===== config.mk =====
export PLATFORM = sky130hd
export DESIGN_NAME = fp_ceil_convert_ctrl_read
export DESIGN_NICKNAME = d
export VERILOG_FILES = /design/src/verilog/fp_ceil_pkg.sv /design/src/verilog/cop2_ctrl_mem.sv /design/src/verilog/fp_ceil_convert_ctrl_read.sv
export SDC_FILE = /design/constraint.sdc
export NUM_CORES = 1
export LEC_CHECK = 0
export BUFFER_PORTS_ARGS = -buffer_cell sky130_fd_sc_hd__clkbuf_2
export CELL_PAD_IN_SITES_DETAIL_PLACEMENT = 1
export CELL_PAD_IN_SITES_GLOBAL_PLACEMENT = 2
export CORE_UTILIZATION = 43
export DETAILED_ROUTE_END_ITERATION = 8
export PLACE_DENSITY_LB_ADDON = 0.05
export SLEW_MARGIN = 0
export SYNTH_ARGS = -nofsm -noshare
export SYNTH_HDL_FRONTEND = slang
export SYNTH_SLANG_ARGS = --single-unit

===== constraint.sdc =====
create_clock -name clk -period 3.6 [get_ports clk]
set_input_delay 0.72 -clock clk [delete_from_list [all_inputs] [get_ports clk]]
set_output_delay 0.72 -clock clk [all_outputs]
set_load 0.05 [all_outputs]

===== src/verilog/fp_ceil_pkg.sv =====
// Constants, field positions and types for the ceiling-convert and control-read datapath
package fp_ceil_pkg;

  // ==========================================================
  // Operation kinds issued by the pipeline
  typedef enum logic [1:0] {OP_CEIL_LONG, OP_CEIL_WORD, OP_FLOAT_CTRL_READ, OP_COP2_CTRL_READ} op_kind_t;

  // ==========================================================
  // Source formats and float field layout
  localparam logic [4:0] FMT_SINGLE = 5'h10;
  localparam logic [4:0] FMT_DOUBLE = 5'h11;
  localparam int SGL_BIAS = 127;
  localparam int DBL_BIAS = 1023;
  localparam int SGL_EMIN = -126;
  localparam int DBL_EMIN = -1022;
  localparam int FRAC_W = 52;
  localparam int MAX_SHIFT = 64;
  localparam logic [7:0] SGL_EXP_ONES = 8'hff;
  localparam logic [10:0] DBL_EXP_ONES = 11'h7ff;

  // Range limits as magnitudes and default results
  localparam logic [65:0] LIMIT_LONG = 66'h0_8000_0000_0000_0000;
  localparam logic [65:0] LIMIT_WORD = 66'h0_0000_0000_8000_0000;
  localparam logic [63:0] MAX_LONG = 64'h7fff_ffff_ffff_ffff;
  localparam logic [63:0] MAX_WORD = 64'h0000_0000_7fff_ffff;

  // ==========================================================
  // Control register selectors
  localparam logic [4:0] SEL_IMPL_ID = 5'h00;
  localparam logic [4:0] SEL_COND = 5'h19;
  localparam logic [4:0] SEL_EXC = 5'h1a;
  localparam logic [4:0] SEL_ENA = 5'h1c;
  localparam logic [4:0] SEL_STATUS = 5'h1f;

  // Control/status field positions
  localparam int CS_FLAG_LO = 2;
  localparam int CS_ENA_LO = 7;
  localparam int CS_CAUSE_LO = 12;
  localparam int CS_RM_HI = 1;
  localparam int CS_FS = 24;
  localparam int CS_FCC0 = 23;
  localparam int EXC_INEXACT = 0;
  localparam int EXC_OVERFLOW = 2;
  localparam int EXC_INVALID = 4;
  localparam int EXC_UNIMPL = 5;
  localparam logic [31:0] CS_CAUSE_MASK = 32'h0003_f000;
  localparam logic [31:0] CS_RESET = 32'h0000_0000;
  localparam logic [31:0] COND_MASK = 32'hfe80_0000;
  localparam logic [31:0] EXC_MASK = 32'h0003_f07c;
  localparam logic [31:0] ENA_MASK = 32'h0000_0f83;

  // ==========================================================
  // Register bus map
  localparam int BUS_AW = 12;
  localparam logic [11:0] OFS_STATUS = 12'h000;
  localparam logic [11:0] OFS_IRQ_STATUS = 12'h004;
  localparam logic [11:0] OFS_IRQ_MASK = 12'h008;
  localparam logic [11:0] OFS_IMPL_ID = 12'h00c;
  localparam logic [11:0] OFS_COP2_BASE = 12'h100;
  localparam int IRQ_W = 5;
  localparam int IRQ_DONE = 0;
  localparam int IRQ_TRAP = 1;
  localparam int IRQ_INVALID = 2;
  localparam int IRQ_UNUSABLE = 3;
  localparam int IRQ_RESERVED = 4;

  // Conversion result bundle
  typedef struct packed {
    logic [63:0] value;
    logic invalid;
    logic inexact;
  } conv_t;

endpackage : fp_ceil_pkg

===== src/verilog/cop2_ctrl_mem.sv =====
// Small register array holding the coprocessor-2 control words
`timescale 1ns/1ps
module cop2_ctrl_mem
  import fp_ceil_pkg::*;
#(
  parameter int DEPTH = 8,
  parameter int WIDTH = 32,
  parameter int AW = 3
)(
  input wire logic clk, // Core clock
  input wire logic arst_n, // Asynchronous reset, low
  input wire logic ce, // Clock enable
  input wire logic wr_en, // Write strobe
  input wire logic [AW-1:0] wr_addr, // Write index
  input wire logic [WIDTH-1:0] wr_data, // Write word
  input wire logic [AW-1:0] rd_a_addr, // Datapath read index
  output logic [WIDTH-1:0] rd_a_data, // Datapath read word
  input wire logic [AW-1:0] rd_b_addr, // Bus read index
  output logic [WIDTH-1:0] rd_b_data // Bus read word
);

  logic [WIDTH-1:0] mem [DEPTH];

  // ==========================================================
  // Storage; cleared at reset so reads are defined
  always_ff @(posedge clk or negedge arst_n)
  begin
    if (!arst_n)
    begin
      for (int i = 0; i < DEPTH; i++)
        mem[i] <= '0;
    end
    else if (ce && wr_en)
      mem[wr_addr] <= wr_data;
  end

  // Registered read ports, both sample every enabled cycle
  always_ff @(posedge clk or negedge arst_n)
  begin
    if (!arst_n)
    begin
      rd_a_data <= '0;
      rd_b_data <= '0;
    end
    else if (ce)
    begin
      rd_a_data <= mem[rd_a_addr];
      rd_b_data <= mem[rd_b_addr];
    end
  end

endmodule : cop2_ctrl_mem


===== src/verilog/fp_ceil_convert_ctrl_read.sv =====
// Ceiling conversions, float and coprocessor-2 control reads, with register bus
//
// Our own choices: the placing of the registers and the strobed register port.
`timescale 1ns/1ps
module fp_ceil_convert_ctrl_read
  import fp_ceil_pkg::*;
#(
  parameter logic [31:0] IMPL_ID = 32'h0001_0000, // Arbitrary identification value
  parameter int COP2_DEPTH = 8,
  parameter int COP2_AW = 3,
  parameter bit COP2_PRESENT = 1'b1
)(
  input wire logic clk, // Core clock, 100 MHz
  input wire logic arst_n, // Asynchronous reset, low
  input wire logic ce, // Clock enable, freezes state when low
  input wire logic op_valid, // Issue strobe
  input wire op_kind_t op_kind, // Operation kind
  input wire logic [4:0] fmt, // Source format field
  input wire logic [63:0] source_value, // Contents of the source float register
  input wire logic [4:0] source_float_select, // Source register or control selector
  input wire logic [4:0] dest_float_select, // Destination float register
  input wire logic [4:0] target_gpr_select, // Destination general register
  input wire logic [15:0] cop2_select, // Coprocessor-2 control select
  input wire logic cop1_usable, // Float unit enabled
  input wire logic cop2_usable, // Coprocessor 2 enabled
  output logic done, // Operation retired
  output logic float_wr_en, // Float register write
  output logic [4:0] float_wr_select, // Float register index
  output logic [63:0] float_wr_data, // Float register data
  output logic gpr_wr_en, // General register write
  output logic [4:0] gpr_wr_select, // General register index
  output logic [31:0] gpr_wr_data, // General register data
  output logic exc_float, // Enabled float exception taken
  output logic exc_unusable, // Coprocessor unusable
  output logic exc_reserved, // Reserved instruction
  input wire logic [BUS_AW-1:0] bus_addr, // Register bus address
  input wire logic [31:0] bus_wdata, // Register bus write data
  input wire logic bus_wr, // Register bus write strobe
  input wire logic bus_rd, // Register bus read strobe
  output logic [31:0] bus_rdata, // Register bus read data
  output logic irq // Interrupt, level
);

  // ==========================================================
  // Ceiling conversion of a single or double value
  function automatic conv_t ceil_convert(input logic [63:0] v, input logic single, input logic long_t);
    logic sign;
    logic nan_inf;
    logic zero;
    logic [52:0] mant;
    int e;
    logic [117:0] sh;
    logic [65:0] mag;
    logic [65:0] limit;
    logic frac_nz;
    logic big;
    logic over;
    conv_t r;
    sh = '0;
    mag = '0;
    frac_nz = 1'b0;
    big = 1'b0;
    if (single)
    begin
      sign = v[31];
      nan_inf = (v[30:23] == SGL_EXP_ONES);
      zero = (v[30:0] == '0);
      mant = {(v[30:23] != '0), v[22:0], 29'b0};
      e = (v[30:23] == '0) ? SGL_EMIN : int'(v[30:23]) - SGL_BIAS;
    end
    else
    begin
      sign = v[63];
      nan_inf = (v[62:52] == DBL_EXP_ONES);
      zero = (v[62:0] == '0);
      mant = {(v[62:52] != '0), v[51:0]};
      e = (v[62:52] == '0) ? DBL_EMIN : int'(v[62:52]) - DBL_BIAS;
    end
    if (e < 0)
      frac_nz = !zero;
    else if (e > MAX_SHIFT)
      big = 1'b1;
    else
    begin
      sh = {65'b0, mant} << e;
      mag = sh[117:FRAC_W];
      frac_nz = |sh[FRAC_W-1:0];
    end
    // Round toward plus infinity: only positive values with a fraction step up
    if (!sign && frac_nz)
      mag = 66'(mag + 66'h1);
    limit = long_t ? LIMIT_LONG : LIMIT_WORD;
    over = big || (sign ? (mag > limit) : (mag >= limit));
    r.invalid = nan_inf || over;
    r.inexact = frac_nz && !r.invalid;
    if (r.invalid)
      r.value = long_t ? MAX_LONG : MAX_WORD;
    else if (long_t)
      r.value = sign ? 64'(~mag + 66'h1) : mag[63:0];
    else
      r.value = {32'h0000_0000, sign ? 32'(~mag + 66'h1) : mag[31:0]};
    return r;
  endfunction : ceil_convert

  // Control register views built from the status word and the identification value
  function automatic logic [31:0] ctrl_view(input logic [4:0] sel, input logic [31:0] cs);
    logic [31:0] w;
    w = '0; // Unknown selectors read as zero, callers must not rely on it
    unique case (sel)
      SEL_IMPL_ID: w = IMPL_ID;
      SEL_COND: w = {24'h00_0000, cs[31:25], cs[CS_FCC0]};
      SEL_EXC: w = cs & EXC_MASK;
      SEL_ENA: w = {20'h0_0000, cs[11:7], 4'h0, cs[CS_FS], cs[CS_RM_HI:0]};
      SEL_STATUS: w = cs;
      default: w = '0;
    endcase
    return w;
  endfunction : ctrl_view

  // ==========================================================
  // Issue decode: exceptions checked before any work
  logic fmt_ok;
  logic is_conv;
  logic issue_unusable;
  logic issue_reserved;
  conv_t issue_conv;

  assign is_conv = (op_kind == OP_CEIL_LONG) || (op_kind == OP_CEIL_WORD);
  assign fmt_ok = (fmt == FMT_SINGLE) || (fmt == FMT_DOUBLE);
  // Unusable outranks reserved, as the coprocessor is checked first
  assign issue_unusable = (op_kind == OP_COP2_CTRL_READ) ? !cop2_usable : !cop1_usable;
  assign issue_reserved = !issue_unusable &&
                          ((is_conv && !fmt_ok) || (op_kind == OP_COP2_CTRL_READ && !COP2_PRESENT));
  assign issue_conv = ceil_convert(source_value, fmt == FMT_SINGLE, op_kind == OP_CEIL_LONG);

  // ==========================================================
  // Stage A registers
  logic a_valid;
  op_kind_t a_kind;
  logic [4:0] a_ctrl_sel;
  logic [4:0] a_fpr_sel;
  logic [4:0] a_gpr_sel;
  logic a_unusable;
  logic a_reserved;
  conv_t a_conv;

  always_ff @(posedge clk or negedge arst_n)
  begin
    if (!arst_n)
    begin
      a_valid <= 1'b0;
      a_kind <= OP_CEIL_LONG;
      a_ctrl_sel <= '0;
      a_fpr_sel <= '0;
      a_gpr_sel <= '0;
      a_unusable <= 1'b0;
      a_reserved <= 1'b0;
      a_conv <= '0;
    end
    else if (ce)
    begin
      a_valid <= op_valid;
      a_kind <= op_kind;
      a_ctrl_sel <= source_float_select;
      a_fpr_sel <= dest_float_select;
      a_gpr_sel <= target_gpr_select;
      a_unusable <= op_valid && issue_unusable;
      a_reserved <= op_valid && issue_reserved;
      a_conv <= issue_conv;
    end
  end

  // ==========================================================
  // Coprocessor-2 control words
  logic [31:0] cop2_word;
  logic [31:0] cop2_bus_word;
  logic cop2_bus_hit;
  logic [31:0] status;

  assign cop2_bus_hit = (bus_addr >= OFS_COP2_BASE) &&
                        (bus_addr < 12'(OFS_COP2_BASE + 12'(COP2_DEPTH * 4)));

  cop2_ctrl_mem #(.DEPTH(COP2_DEPTH), .WIDTH(32), .AW(COP2_AW)) u_cop2 (
    .clk(clk),
    .arst_n(arst_n),
    .ce(ce),
    .wr_en(bus_wr && cop2_bus_hit),
    .wr_addr(bus_addr[COP2_AW+1:2]),
    .wr_data(bus_wdata),
    .rd_a_addr(cop2_select[COP2_AW-1:0]),
    .rd_a_data(cop2_word),
    .rd_b_addr(bus_addr[COP2_AW+1:2]),
    .rd_b_data(cop2_bus_word)
  );

  // ==========================================================
  // Stage A evaluation: cause bits, trap decision, result word
  logic conv_ok;
  logic [5:0] cause;
  logic trap;
  logic [31:0] ctrl_word;

  assign conv_ok = a_valid && !a_unusable && !a_reserved &&
                   (a_kind == OP_CEIL_LONG || a_kind == OP_CEIL_WORD);
  // Only invalid and inexact can arise here; overflow is reported as invalid
  assign cause = conv_ok ? (6'(a_conv.invalid) << EXC_INVALID) | (6'(a_conv.inexact) << EXC_INEXACT) : '0;
  assign trap = |(cause[4:0] & status[CS_ENA_LO +: 5]);
  assign ctrl_word = (a_kind == OP_COP2_CTRL_READ) ? cop2_word : ctrl_view(a_ctrl_sel, status);

  // ==========================================================
  // Control/status word: bus writes, hardware cause and sticky flags
  logic [31:0] next_status;

  always_comb
  begin
    next_status = (bus_wr && bus_addr == OFS_STATUS) ? bus_wdata : status;
    if (conv_ok)
    begin
      // Hardware wins over a same-cycle bus write for causes and flags
      next_status = (next_status & ~CS_CAUSE_MASK) | (32'(cause) << CS_CAUSE_LO);
      next_status = next_status | (32'(cause[4:0]) << CS_FLAG_LO);
    end
  end

  always_ff @(posedge clk or negedge arst_n)
  begin
    if (!arst_n)
      status <= CS_RESET;
    else if (ce)
      status <= next_status;
  end

  // ==========================================================
  // Stage B: registered results and exceptions
  always_ff @(posedge clk or negedge arst_n)
  begin
    if (!arst_n)
    begin
      done <= 1'b0;
      float_wr_en <= 1'b0;
      float_wr_select <= '0;
      float_wr_data <= '0;
      gpr_wr_en <= 1'b0;
      gpr_wr_select <= '0;
      gpr_wr_data <= '0;
      exc_float <= 1'b0;
      exc_unusable <= 1'b0;
      exc_reserved <= 1'b0;
    end
    else if (ce)
    begin
      done <= a_valid;
      float_wr_en <= conv_ok && !trap;
      float_wr_select <= a_fpr_sel;
      float_wr_data <= a_conv.value;
      gpr_wr_en <= a_valid && !a_unusable && !a_reserved && !conv_ok;
      gpr_wr_select <= a_gpr_sel;
      gpr_wr_data <= ctrl_word;
      exc_float <= conv_ok && trap;
      exc_unusable <= a_unusable;
      exc_reserved <= a_reserved;
    end
  end

  // ==========================================================
  // Interrupt status, write one to clear; a new event wins over the clear
  logic [IRQ_W-1:0] irq_status;
  logic [IRQ_W-1:0] irq_mask;
  logic [IRQ_W-1:0] irq_events;

  always_comb
  begin
    irq_events = '0;
    irq_events[IRQ_DONE] = a_valid;
    irq_events[IRQ_TRAP] = conv_ok && trap;
    irq_events[IRQ_INVALID] = conv_ok && a_conv.invalid;
    irq_events[IRQ_UNUSABLE] = a_unusable;
    irq_events[IRQ_RESERVED] = a_reserved;
  end

  always_ff @(posedge clk or negedge arst_n)
  begin
    if (!arst_n)
      irq_status <= '0;
    else if (ce)
    begin
      if (bus_wr && bus_addr == OFS_IRQ_STATUS)
        irq_status <= (irq_status & ~bus_wdata[IRQ_W-1:0]) | irq_events;
      else
        irq_status <= irq_status | irq_events;
    end
  end

  always_ff @(posedge clk or negedge arst_n)
  begin
    if (!arst_n)
      irq_mask <= '0;
    else if (ce && bus_wr && bus_addr == OFS_IRQ_MASK)
      irq_mask <= bus_wdata[IRQ_W-1:0];
  end

  assign irq = |(irq_status & irq_mask);

  // ==========================================================
  // Bus read data: registered, one cycle after the strobe
  logic [31:0] reg_rdata;
  logic rd_cop2;

  always_ff @(posedge clk or negedge arst_n)
  begin
    if (!arst_n)
    begin
      reg_rdata <= '0;
      rd_cop2 <= 1'b0;
    end
    else if (ce)
    begin
      rd_cop2 <= bus_rd && cop2_bus_hit;
      if (!bus_rd)
        reg_rdata <= '0;
      else if (bus_addr == OFS_STATUS)
        reg_rdata <= status;
      else if (bus_addr == OFS_IRQ_STATUS)
        reg_rdata <= 32'(irq_status);
      else if (bus_addr == OFS_IRQ_MASK)
        reg_rdata <= 32'(irq_mask);
      else if (bus_addr == OFS_IMPL_ID)
        reg_rdata <= IMPL_ID;
      else
        reg_rdata <= '0; // Unmapped reads give zero
    end
  end

  // Memory word is already registered, so the mux only picks a flop
  assign bus_rdata = rd_cop2 ? cop2_bus_word : reg_rdata;

endmodule : fp_ceil_convert_ctrl_read


# Word-level counts from Yosys, hierarchy flattened

Cells that the tools add are included.

Output and inout port bits: 145
Logic and storage cells: 173
Register bits after elaboration: 593
Input port bits: 154

Multiplexer cells: 43
Reduce and logical (&&, ||, !) cells: 53
Shift operators: 1
$lt $le $gt $ge: 9
Bitwise operators: 12
Eq/ne operators: 15
Add/sub/neg operators: 4

Operators with widths:

| operator                | number |
|---|---|
| $mux W32                | 15 |
| $bwmux W256             | 1 |
| $mux W64                | 4 |
| $mux W66                | 3 |
| $bmux W32 S3            | 2 |
| $pmux W32 S5            | 1 |
| $shl A53 B32 Y118       | 1 |
| $demux W32 S3           | 1 |
| $add A66 B1 Y66 const B | 1 |
| $ge A66 B64 Y1          | 1 |
| $gt A66 B64 Y1          | 1 |
| $add A64 B1 Y64 const B | 1 |
| $not A64 Y64            | 1 |
| $logic_not A63 Y1       | 1 |
| $mux W63                | 1 |
| $mux W53                | 1 |
| $reduce_or A52 Y1       | 1 |
| $mux W17                | 3 |
| $gt A32 B8 Y1 const B   | 1 |
| $lt A32 B1 Y1 const B   | 1 |
| $or A32 B17 Y32         | 1 |
| $or A32 B7 Y32          | 1 |
| $logic_not A31 Y1       | 1 |
| $eq A5 B5 Y1 const B    | 6 |
| 32 further kinds        | 86 |

# Depth between registers and ports, before layout

Gate-level depths: netlist (run 1).

Depth in word-level cells: 15
Gate-level depth with buffers: 33
Mapped depth without buffers: 24

# By module

Synthesis (run 1) repeated with hierarchy kept, for this count alone.

Cell total of the unflattened synthesis: 4102
Area, all modules: 39645.5 um2

By module, submodules not included:

| module                    | area an instance (um2) | times used | cells an instance | seq. area each (um2) |
|---|---|---|---|---|
| fp_ceil_convert_ctrl_read | 23394.9                | 1          | 2819              | 6831.6 |
| cop2_ctrl_mem             | 16250.6                | 1          | 1283              | 8007.7 |

# Worst setup path before layout (run 1)

Ideal clock, no wire load.

Path kind: input-to-reg
Start: input port source_value[52]
End: register a_conv[51] in the netlist's numbering
Buffers on the path: 6
Slack: -3.913 ns
Arrival time: 7.367 ns
Cell stages on the path: 27
Setup time: 0.146 ns
Required time: 3.454 ns
Cell sequence: buf_2 clkinv_1 ha_1 nor2b_1 and4_1 buf_4 o32a_1 buf_4 buf_4 nor3_1 a22oi_1 a222oi_1 nor2b_1 ha_1 a21boi_1 nand4_1 or3_1 or4b_1 xor2_1 nor4_1 nand4_1 nor4_2 a211oi_2 buf_6 o21ai_4 buf_6 o221ai_2

Cells in the longest elaborated chain, start to end: 14
Elaborated cells on any way between the ends: 34
Those cells by class: add/sub (3); order compare (4); eq/ne (1); shift (1); mux (16); bitwise (1); reduce/logical (8)

RTL lines:

| what                                                                     | RTL line                         | RTL |
|---|---|---|
| start, declared                                                          | fp_ceil_convert_ctrl_read.sv:19  | `input wire logic [63:0] source_value,` |
| parallel branches: the longest is 13 deep, another holds $add A66 B1 Y66 | n/a                              |  |
| $mux W64 *                                                               | fp_ceil_convert_ctrl_read.sv:96  | `if (r.invalid)` |
| end signal, assigned                                                     | fp_ceil_convert_ctrl_read.sv:169 | `a_conv <= issue_conv;` |
| end, declared                                                            | fp_ceil_convert_ctrl_read.sv:145 | `conv_t a_conv;` |

Every way passes the cells marked *.
A chain may end at the register's enable or synchronous reset.

# Worst setup path in the final report (run 1)

Start: input port fmt[2]
End: register a_conv[54] in the netlist's numbering

Cells in the longest elaborated chain, start to end: 13
Elaborated cells on any way between the ends: 31
Those cells by class: add/sub (2); order compare (4); eq/ne (1); shift (1); mux (16); bitwise (1); reduce/logical (6)

RTL lines:

| what                                                                     | RTL line                         | RTL |
|---|---|---|
| start, declared                                                          | fp_ceil_convert_ctrl_read.sv:18  | `input wire logic [4:0] fmt,` |
| $eq A5 B5 Y1 *                                                           | fp_ceil_convert_ctrl_read.sv:134 | `assign issue_conv = ceil_convert(source_value, fmt == FMT_SINGLE, op_kind == OP_CEIL_LONG);` |
| parallel branches: the longest is 11 deep, another holds $add A66 B1 Y66 | n/a                              |  |
| $mux W64 *                                                               | fp_ceil_convert_ctrl_read.sv:96  |  |

Marks and branches as above.

==> metrics.cfg, run 1 <==
[clock_network]
postCtsHoldBufs = 0
cts_buffers = 67
cts_tree = yes
clkTransAtPathRegs_ps = 70
cts_max_level = 3
cts.sinks = 593
insertion_delay_ps = 680
cts_buffer_depth = 3
cts_root_buf = clkbuf_16

[floorplan]
dieArea_um2 = 93600
dieWidth_um = 306
rows = 111
coreArea_um2 = 91500
num_io_pins = 299
start_util = 0.434
die_y_um = 306

[final_layout]
mostFrequentLayoutCell = buf_4
n_fill_cell = 9913
synthToLayoutAreaGrowth_pct = 42.7
drive_gt1_frac = 0.497
most-common-layout-cells = buf_4 (1253), dfrtp_1 (592), mux2_2 (420), nor2_1 (311), nand2_1 (300)
final_nets = 5509

[synthesis]
ys_seq_area_frac = 0.374
syn_area_um2 = 39700
ys_seq_elements = 593
avgSynthCellArea_um2 = 10.1
synth_cells = 3933
ys_async_sr_fraction = 1.00
synth_edf_count = 0
ys_warn_count = 0
ys_types = 119
ys.flop_type = dfrtp_1
synth_nets = 4095

[global_routing]
grt_usage = 0.456
grt_overflow = 0
antenna_found_initial = 10
grt_pass1_vias = 45923
grt_pass1_wl_um = 316000
grt_max_degree = 146

[place]
routabilityCongestion = 1.05
dp.final_hpwl_um = 155000
portBuffers = 285

[timing]
tightest_slew_ps = 928
worst_slack_ps = -3380
rsz0062_at_grt = yes
min_period_ps = 6980
whs_ps = 51.4
fmax_mhz = 143
setup_viol = 66
slew_headroom = 0.381
finClkSkew_ps = 45.3
min_period_over_period = 1.94
setup_tns_ps = -215610
drv_slew = 0
hold_viol = 0

[routing]
wire_per_inst_um = 33.2
via_per_inst = 6.69
drc = 0
first_pass_iters = 6
drt-total-wl_um = 218000
drt_iter0_markers = 4767
antenna_left = 0
vias = 44035

[run]
maxCapViolations = 0

[critical_path]
rr_endpoint = status[12]
max_stage_delay_ps = 540
path_class = primary input to register
r2r_setup_slack_ps = 950
required_ps = 4150
crit_arrival_ps = 7530
crit_top_cell = nor4_4
crit_fanout = 6
cp_slowest_cell = or4b_4
reg2reg_depth = 6
endpoint = a_conv[54]
start_kind = primary input
critPathLaunch = fmt[2]
end_kind = register
r2r-start = a_unusable

[run_status]
violations = setup timing
outcome = complete, but fails checks

[worst_hold_path]
hp-class = primary input to asynchronous set/reset pin

[power_and_ir_drop]
power.density_nw_per_um2 = 370
leakagePower_nw = 25.2
peakVddDrop_mv = 0.375
finalPower_w = 0.0210

-- per-layer routing --
metal	GRT usage	vias up	wire length, µm
li1	-	17992	-
met2	0.726	2777	100000
met3	0.0818	907	19000
met1	0.573	22351	82700
met4	0.290	8	16700
met5	0	-	46
-- flip-flops by register name (all words and copies together), names as in the netlist, 2 cells and up --
signal            flops
u_cop2.rd_b_data     32
irq_status            5
a_conv               66
a_fpr_sel             5
a_gpr_sel             5
float_wr_select       5
gpr_wr_data          32
status               32
reg_rdata            32
irq_mask              5
u_cop2.mem          256
gpr_wr_select         5
float_wr_data        64
a_kind                2
a_ctrl_sel            5
u_cop2.rd_a_data     32
-- through the flow --
step                worst slack, ps  utilization  cells  cell area (µm²)
global route                  -3370        0.619   6585            56700
CTS                           -2940        0.611   6544            55900
detailed placement            -4600        0.562   6330            51400
global placement              -4390        0.562   6330            51400
floorplan                     -3220            -   3933            39900
finish                        -3380        0.619   6586            56700
-- critical path, delay by kind of cell --
family / cells / cell delay, ps
adder cells (fa/ha/maj): 1 / 300
buffers and inverters: 10 / 1530
AO/OA/AOI/OAI: 6 / 1310
AND/OR/NAND/NOR: 13 / 3070
multiplexers: 1 / 290
XOR/XNOR: 1 / 270
-- timing repair --
item,in CTS,in global routing
gates cloned,4,2
endpoints found under the setup margin,66,66
hold endpoints to repair,0,0
setup buffers,97,35
resized for setup,294,90
pin swaps,77,62
-- cell usage after synthesis (80+ instances only) --
cell / number / area share
dfrtp_1: 593 / 0.37
mux2_2: 423 / 0.12
nor2_1: 330 / 0.031
nand2_1: 311 / 0.029
clkbuf_1: 165 / 0.016
nand3_1: 151 / 0.019
a21oi_1: 149 / 0.019
mux4_2: 128 / 0.073
a31oi_1: 119 / 0.019
mux2i_1: 103 / 0.026
nor3_1: 101 / 0.013
o21ai_0: 92 / 0.012
nand4_1: 80 / 0.013
xnor2_1: 80 / 0.018
-- worst min path at each step --
stage	start	to	cells after the start
after floorplan	arst_n	a_conv[0]	0
after global placement	a_conv[34]	a_conv[34]	1
after detailed placement	exc_float	exc_float	1
after CTS	arst_n	a_conv[39]	1
after global routing	arst_n	a_conv[34]	1
final	arst_n	a_conv[36]	1
-- power breakdown --
group | switching [W] | internal, W
clock | 0.00315 | 0.00400
sequential | 0.000319 | 0.00706
combinational | 0.00400 | 0.00245
-- kinds of logic (layout without fill, tap and decap cells) --
logic type	Yosys count	count (layout)	synth area share
and+or+nand+nor	1266	1266	0.160
AOI/OAI and AO/OA	926	927	0.175
adders and majority gates	8	8	0.00252
DFF	593	593	0.374
buffers and inverters	360	1820	0.0415
other	0	6	0
xor gates and xnor gates	122	122	0.0273
muxes	658	658	0.220
-- cell type report --
type	count	area [µm²]	share of cell area
multi-input combinational	2981	25200	0.446
sequential	593	14800	0.262
timing repair buffer	1639	12600	0.222
clock buffer	99	1980	0.0349
tap	1186	1480	0.0262
inverter	65	254	0.00448
clock inverter	17	233	0.00411
antenna	6	15.0	0.000265
Note: power is estimated with default switching activity, not from simulation.
==> run 2, diff against run 1 <==
--- a/config.mk
+++ b/config.mk
@@ -11,7 +11,8 @@
 export CORE_UTILIZATION = 43
 export DETAILED_ROUTE_END_ITERATION = 8
 export PLACE_DENSITY_LB_ADDON = 0.05
-export SLEW_MARGIN = 0
+export SLEW_MARGIN = 20
 export SYNTH_ARGS = -nofsm -noshare
 export SYNTH_HDL_FRONTEND = slang
+export SYNTH_HIERARCHICAL = 1
 export SYNTH_SLANG_ARGS = --single-unit
==> run 2 against run 1 <==
The flow still finishes with violations (setup timing). Utilization is 1.2 points higher. Maximum frequency fell by 5.8%. Die area is 0.17% lower. First-iteration DRC count grew 9.7%. Clock skew decreased by 6.6 ps. Count of clock-buffer cells in the layout decreased by 5. Clock power is 3% lower. Flip-flop and latch count unchanged. Via count grew 3.5%. Critical endpoint is now a_conv[62]. Largest cell class unchanged.
==> metrics.cfg, run 2 <==
[global_routing]
antenna_found_initial = 3
grt_pass1_wl_um = 318000
grt_overflow = 0
grt_pass1_vias = 47242
grt_usage = 0.455
grt_max_degree = 138

[worst_hold_path]
hp-class = primary input to asynchronous set/reset pin

[floorplan]
dieArea_um2 = 93400
coreArea_um2 = 91500
rows = 111
start_util = 0.433
num_io_pins = 299
dieWidth_um = 306
die_y_um = 306

[synthesis]
synth_edf_count = 0
synth_nets = 4264
avgSynthCellArea_um2 = 9.66
ys_async_sr_fraction = 1.00
synth_cells = 4102
ys_seq_area_frac = 0.374
ys_seq_elements = 593
ys_types = 107
yosysMostFrequentCell = dfrtp_1
synthTopCellsByCount = dfrtp_1 (593), mux2_2 (412), nor2_1 (300)
synth_top_area_share = 0.374
netlist_top_cells_area = dfrtp_1 (37%), mux2_2 (12%), mux2i_1 (6.7%), nor2_1 (2.8%), nand3_1 (2.4%)
ys.flop_type = dfrtp_1
syn_area_um2 = 39600
yosysTopAreaCell = dfrtp_1
ys_warn_count = 6

[critical_path]
crit_arrival_ps = 7940
end_kind = register
path_class = primary input to register
required_ps = 4130
start_kind = primary input
crit_fanout = 16

[clock_network]
postCtsHoldBufs = 0
cts_max_level = 3
clkTransAtPathRegs_ps = 60
cts_buffers = 67
cts.sinks = 593
cts_buffer_depth = 3
cts_tree = yes
cts_root_buf = clkbuf_16
insertion_delay_ps = 660

[power_and_ir_drop]
netSwitchingFraction = 0.351
power.density_nw_per_um2 = 358
pwr-share-comb = 0.305
peakVddDrop_mv = 0.401
power_switching_w = 0.00727
seq_power_share = 0.357
p_clk_frac = 0.337
leakagePower_nw = 26.6
p_int_w = 0.0134

[final_layout]
most-common-layout-cells = buf_4 (1276), dfrtp_1 (592), mux2_2 (407), clkbuf_2 (276), nor2_1 (272)
final_nets = 5718
top_register = u_cop2/mem
mostFrequentLayoutCell = buf_4
drive_gt1_frac = 0.469
fin_area_um2 = 57800
largest_reg_flops = 256
synthToLayoutAreaGrowth_pct = 45.8
reg.largest.list = u_cop2/mem (256), a_conv (66), float_wr_data (64)
n_fill_cell = 10039

[timing]
setup_viol = 66
finClkSkew_ps = 38.7
worst_slack_ps = -3810
hold_viol = 0
fmax_mhz = 135
min_period_over_period = 2.06
whs_ps = 23.7
rsz0062_at_grt = yes
drv_slew = 0
min_period_ps = 7410
slew_headroom = 0.181
tightest_slew_ps = 1230

[run_status]
violations = setup timing
outcome = complete, but fails checks

[routing]
vias = 45576
via_per_inst = 6.71
wire_per_inst_um = 33.0
drc = 0
first_pass_iters = 7
drt-total-wl_um = 224000
drt_iter0_markers = 5230
antenna_left = 0

[place]
routabilityCongestion = 1.08
placed_cell_area_um2 = 52000
portBuffers = 285
dp.final_hpwl_um = 157000

[run]
maxCapViolations = 0

[run 2: cells by family (layout without fill, tap and decap cells)]
kind of cell / after synthesis / count (layout) / share of synthesized area
AND/OR/NAND/NOR: 1257 / 1257 / 0.161
AO/OA/AOI/OAI: 1081 / 1081 / 0.207
multiplexers: 697 / 697 / 0.190
flip-flops: 593 / 593 / 0.374
buffers and inverters: 352 / 1859 / 0.0399
XOR/XNOR: 114 / 114 / 0.0252
adder cells (fa/ha/maj): 8 / 8 / 0.00252
other: 0 / 2 / 0
[run 2: per-layer routing]
| metal | part of all wire | track usage | vias to the layer above |
|---|---|---|---|
| met5 | 0.00015 | 0 | - |
| met4 | 0.071 | 0.259 | 4 |
| met3 | 0.094 | 0.0912 | 920 |
| met2 | 0.47 | 0.748 | 2785 |
| met1 | 0.37 | 0.557 | 23182 |
| li1 | - | - | 18685 |
[run 2: power by group through the flow]
stage | clock [W] | combinational (W) | sequential (W)
after floorplan | 0 | 0.00209 | 0.00797
after global placement | 0 | 0.00527 | 0.00744
after detailed placement | 0 | 0.00536 | 0.00748
after CTS | 0.00701 | 0.00579 | 0.00738
after global routing | 0.00722 | 0.00646 | 0.00742
final | 0.00697 | 0.00632 | 0.00739
[run 2: final cells by class]
type / count / area (µm²) / area share
diodes: 2 / 5.00 / 0.0000866
clock buffers: 94 / 1890 / 0.0327
repair buffers: 1693 / 13300 / 0.231
clock inverters: 28 / 314 / 0.00543
flip-flops and latches: 593 / 14800 / 0.257
inverters: 44 / 174 / 0.00301
multi-input cells: 3157 / 25800 / 0.446
well taps: 1186 / 1480 / 0.0257
[run 2: path summary, 6_finish.rpt]
check | start | endpoint | slack [ps] | depth (start not counted)
max in group asynchronous | arst_n | float_wr_data[16] | 2520 | 2
max | fmt[1] | a_conv[62] | -3810 | 27
min in group clk | target_gpr_select[3] | a_gpr_sel[3] | 310 | 2
max reg2reg | a_ctrl_sel[1] | gpr_wr_data[17] | 1030 | 6
min | arst_n | u_cop2/mem[150] | 20 | 1
min reg2reg | float_wr_en | float_wr_en | 490 | 1
[run 2: metrics by stage]
stage                     utilization  std cells  power, W  TNS, ps  setup WS, ps
after global placement          0.568       6555    0.0127  -300850         -4810
after detailed placement        0.568       6555    0.0128  -304980         -4790
after CTS                       0.617       6743    0.0202  -207930         -3280
after global routing            0.631       6796    0.0211  -245100         -3870
after floorplan                     -       4102    0.0101  -233900         -3910
final                           0.631       6797    0.0207  -240640         -3810
[run 2: critical path, cell delays in order]
cell and delay, ps:
buf_6 100, or4b_4 620, o21ai_2 260, buf_4 290, o221ai_1 270, nand3_1 190
o21ai_0 200, buf_4 220, o22ai_1 380, o211ai_1 200, buf_4 200, o211ai_1 240
a311oi_2 150, and4_1 230, buf_6 140, a31oi_2 330, buf_4 270, buf_4 250
a32oi_1 130, o22a_1 290, or4_4 570, or4_4 590, nor2_4 150, and3_4 250
mux2i_1 110, or3_1 350, a22oi_2 200
[run 2: repair_timing]
item / 4_1_cts / 5_1_grt
gates resized for setup: 322 / 169
pin swaps: 78 / 51
buffers inserted: 64 / 51
cloned: 3 / 3
setup endpoints to repair: 66 / 66
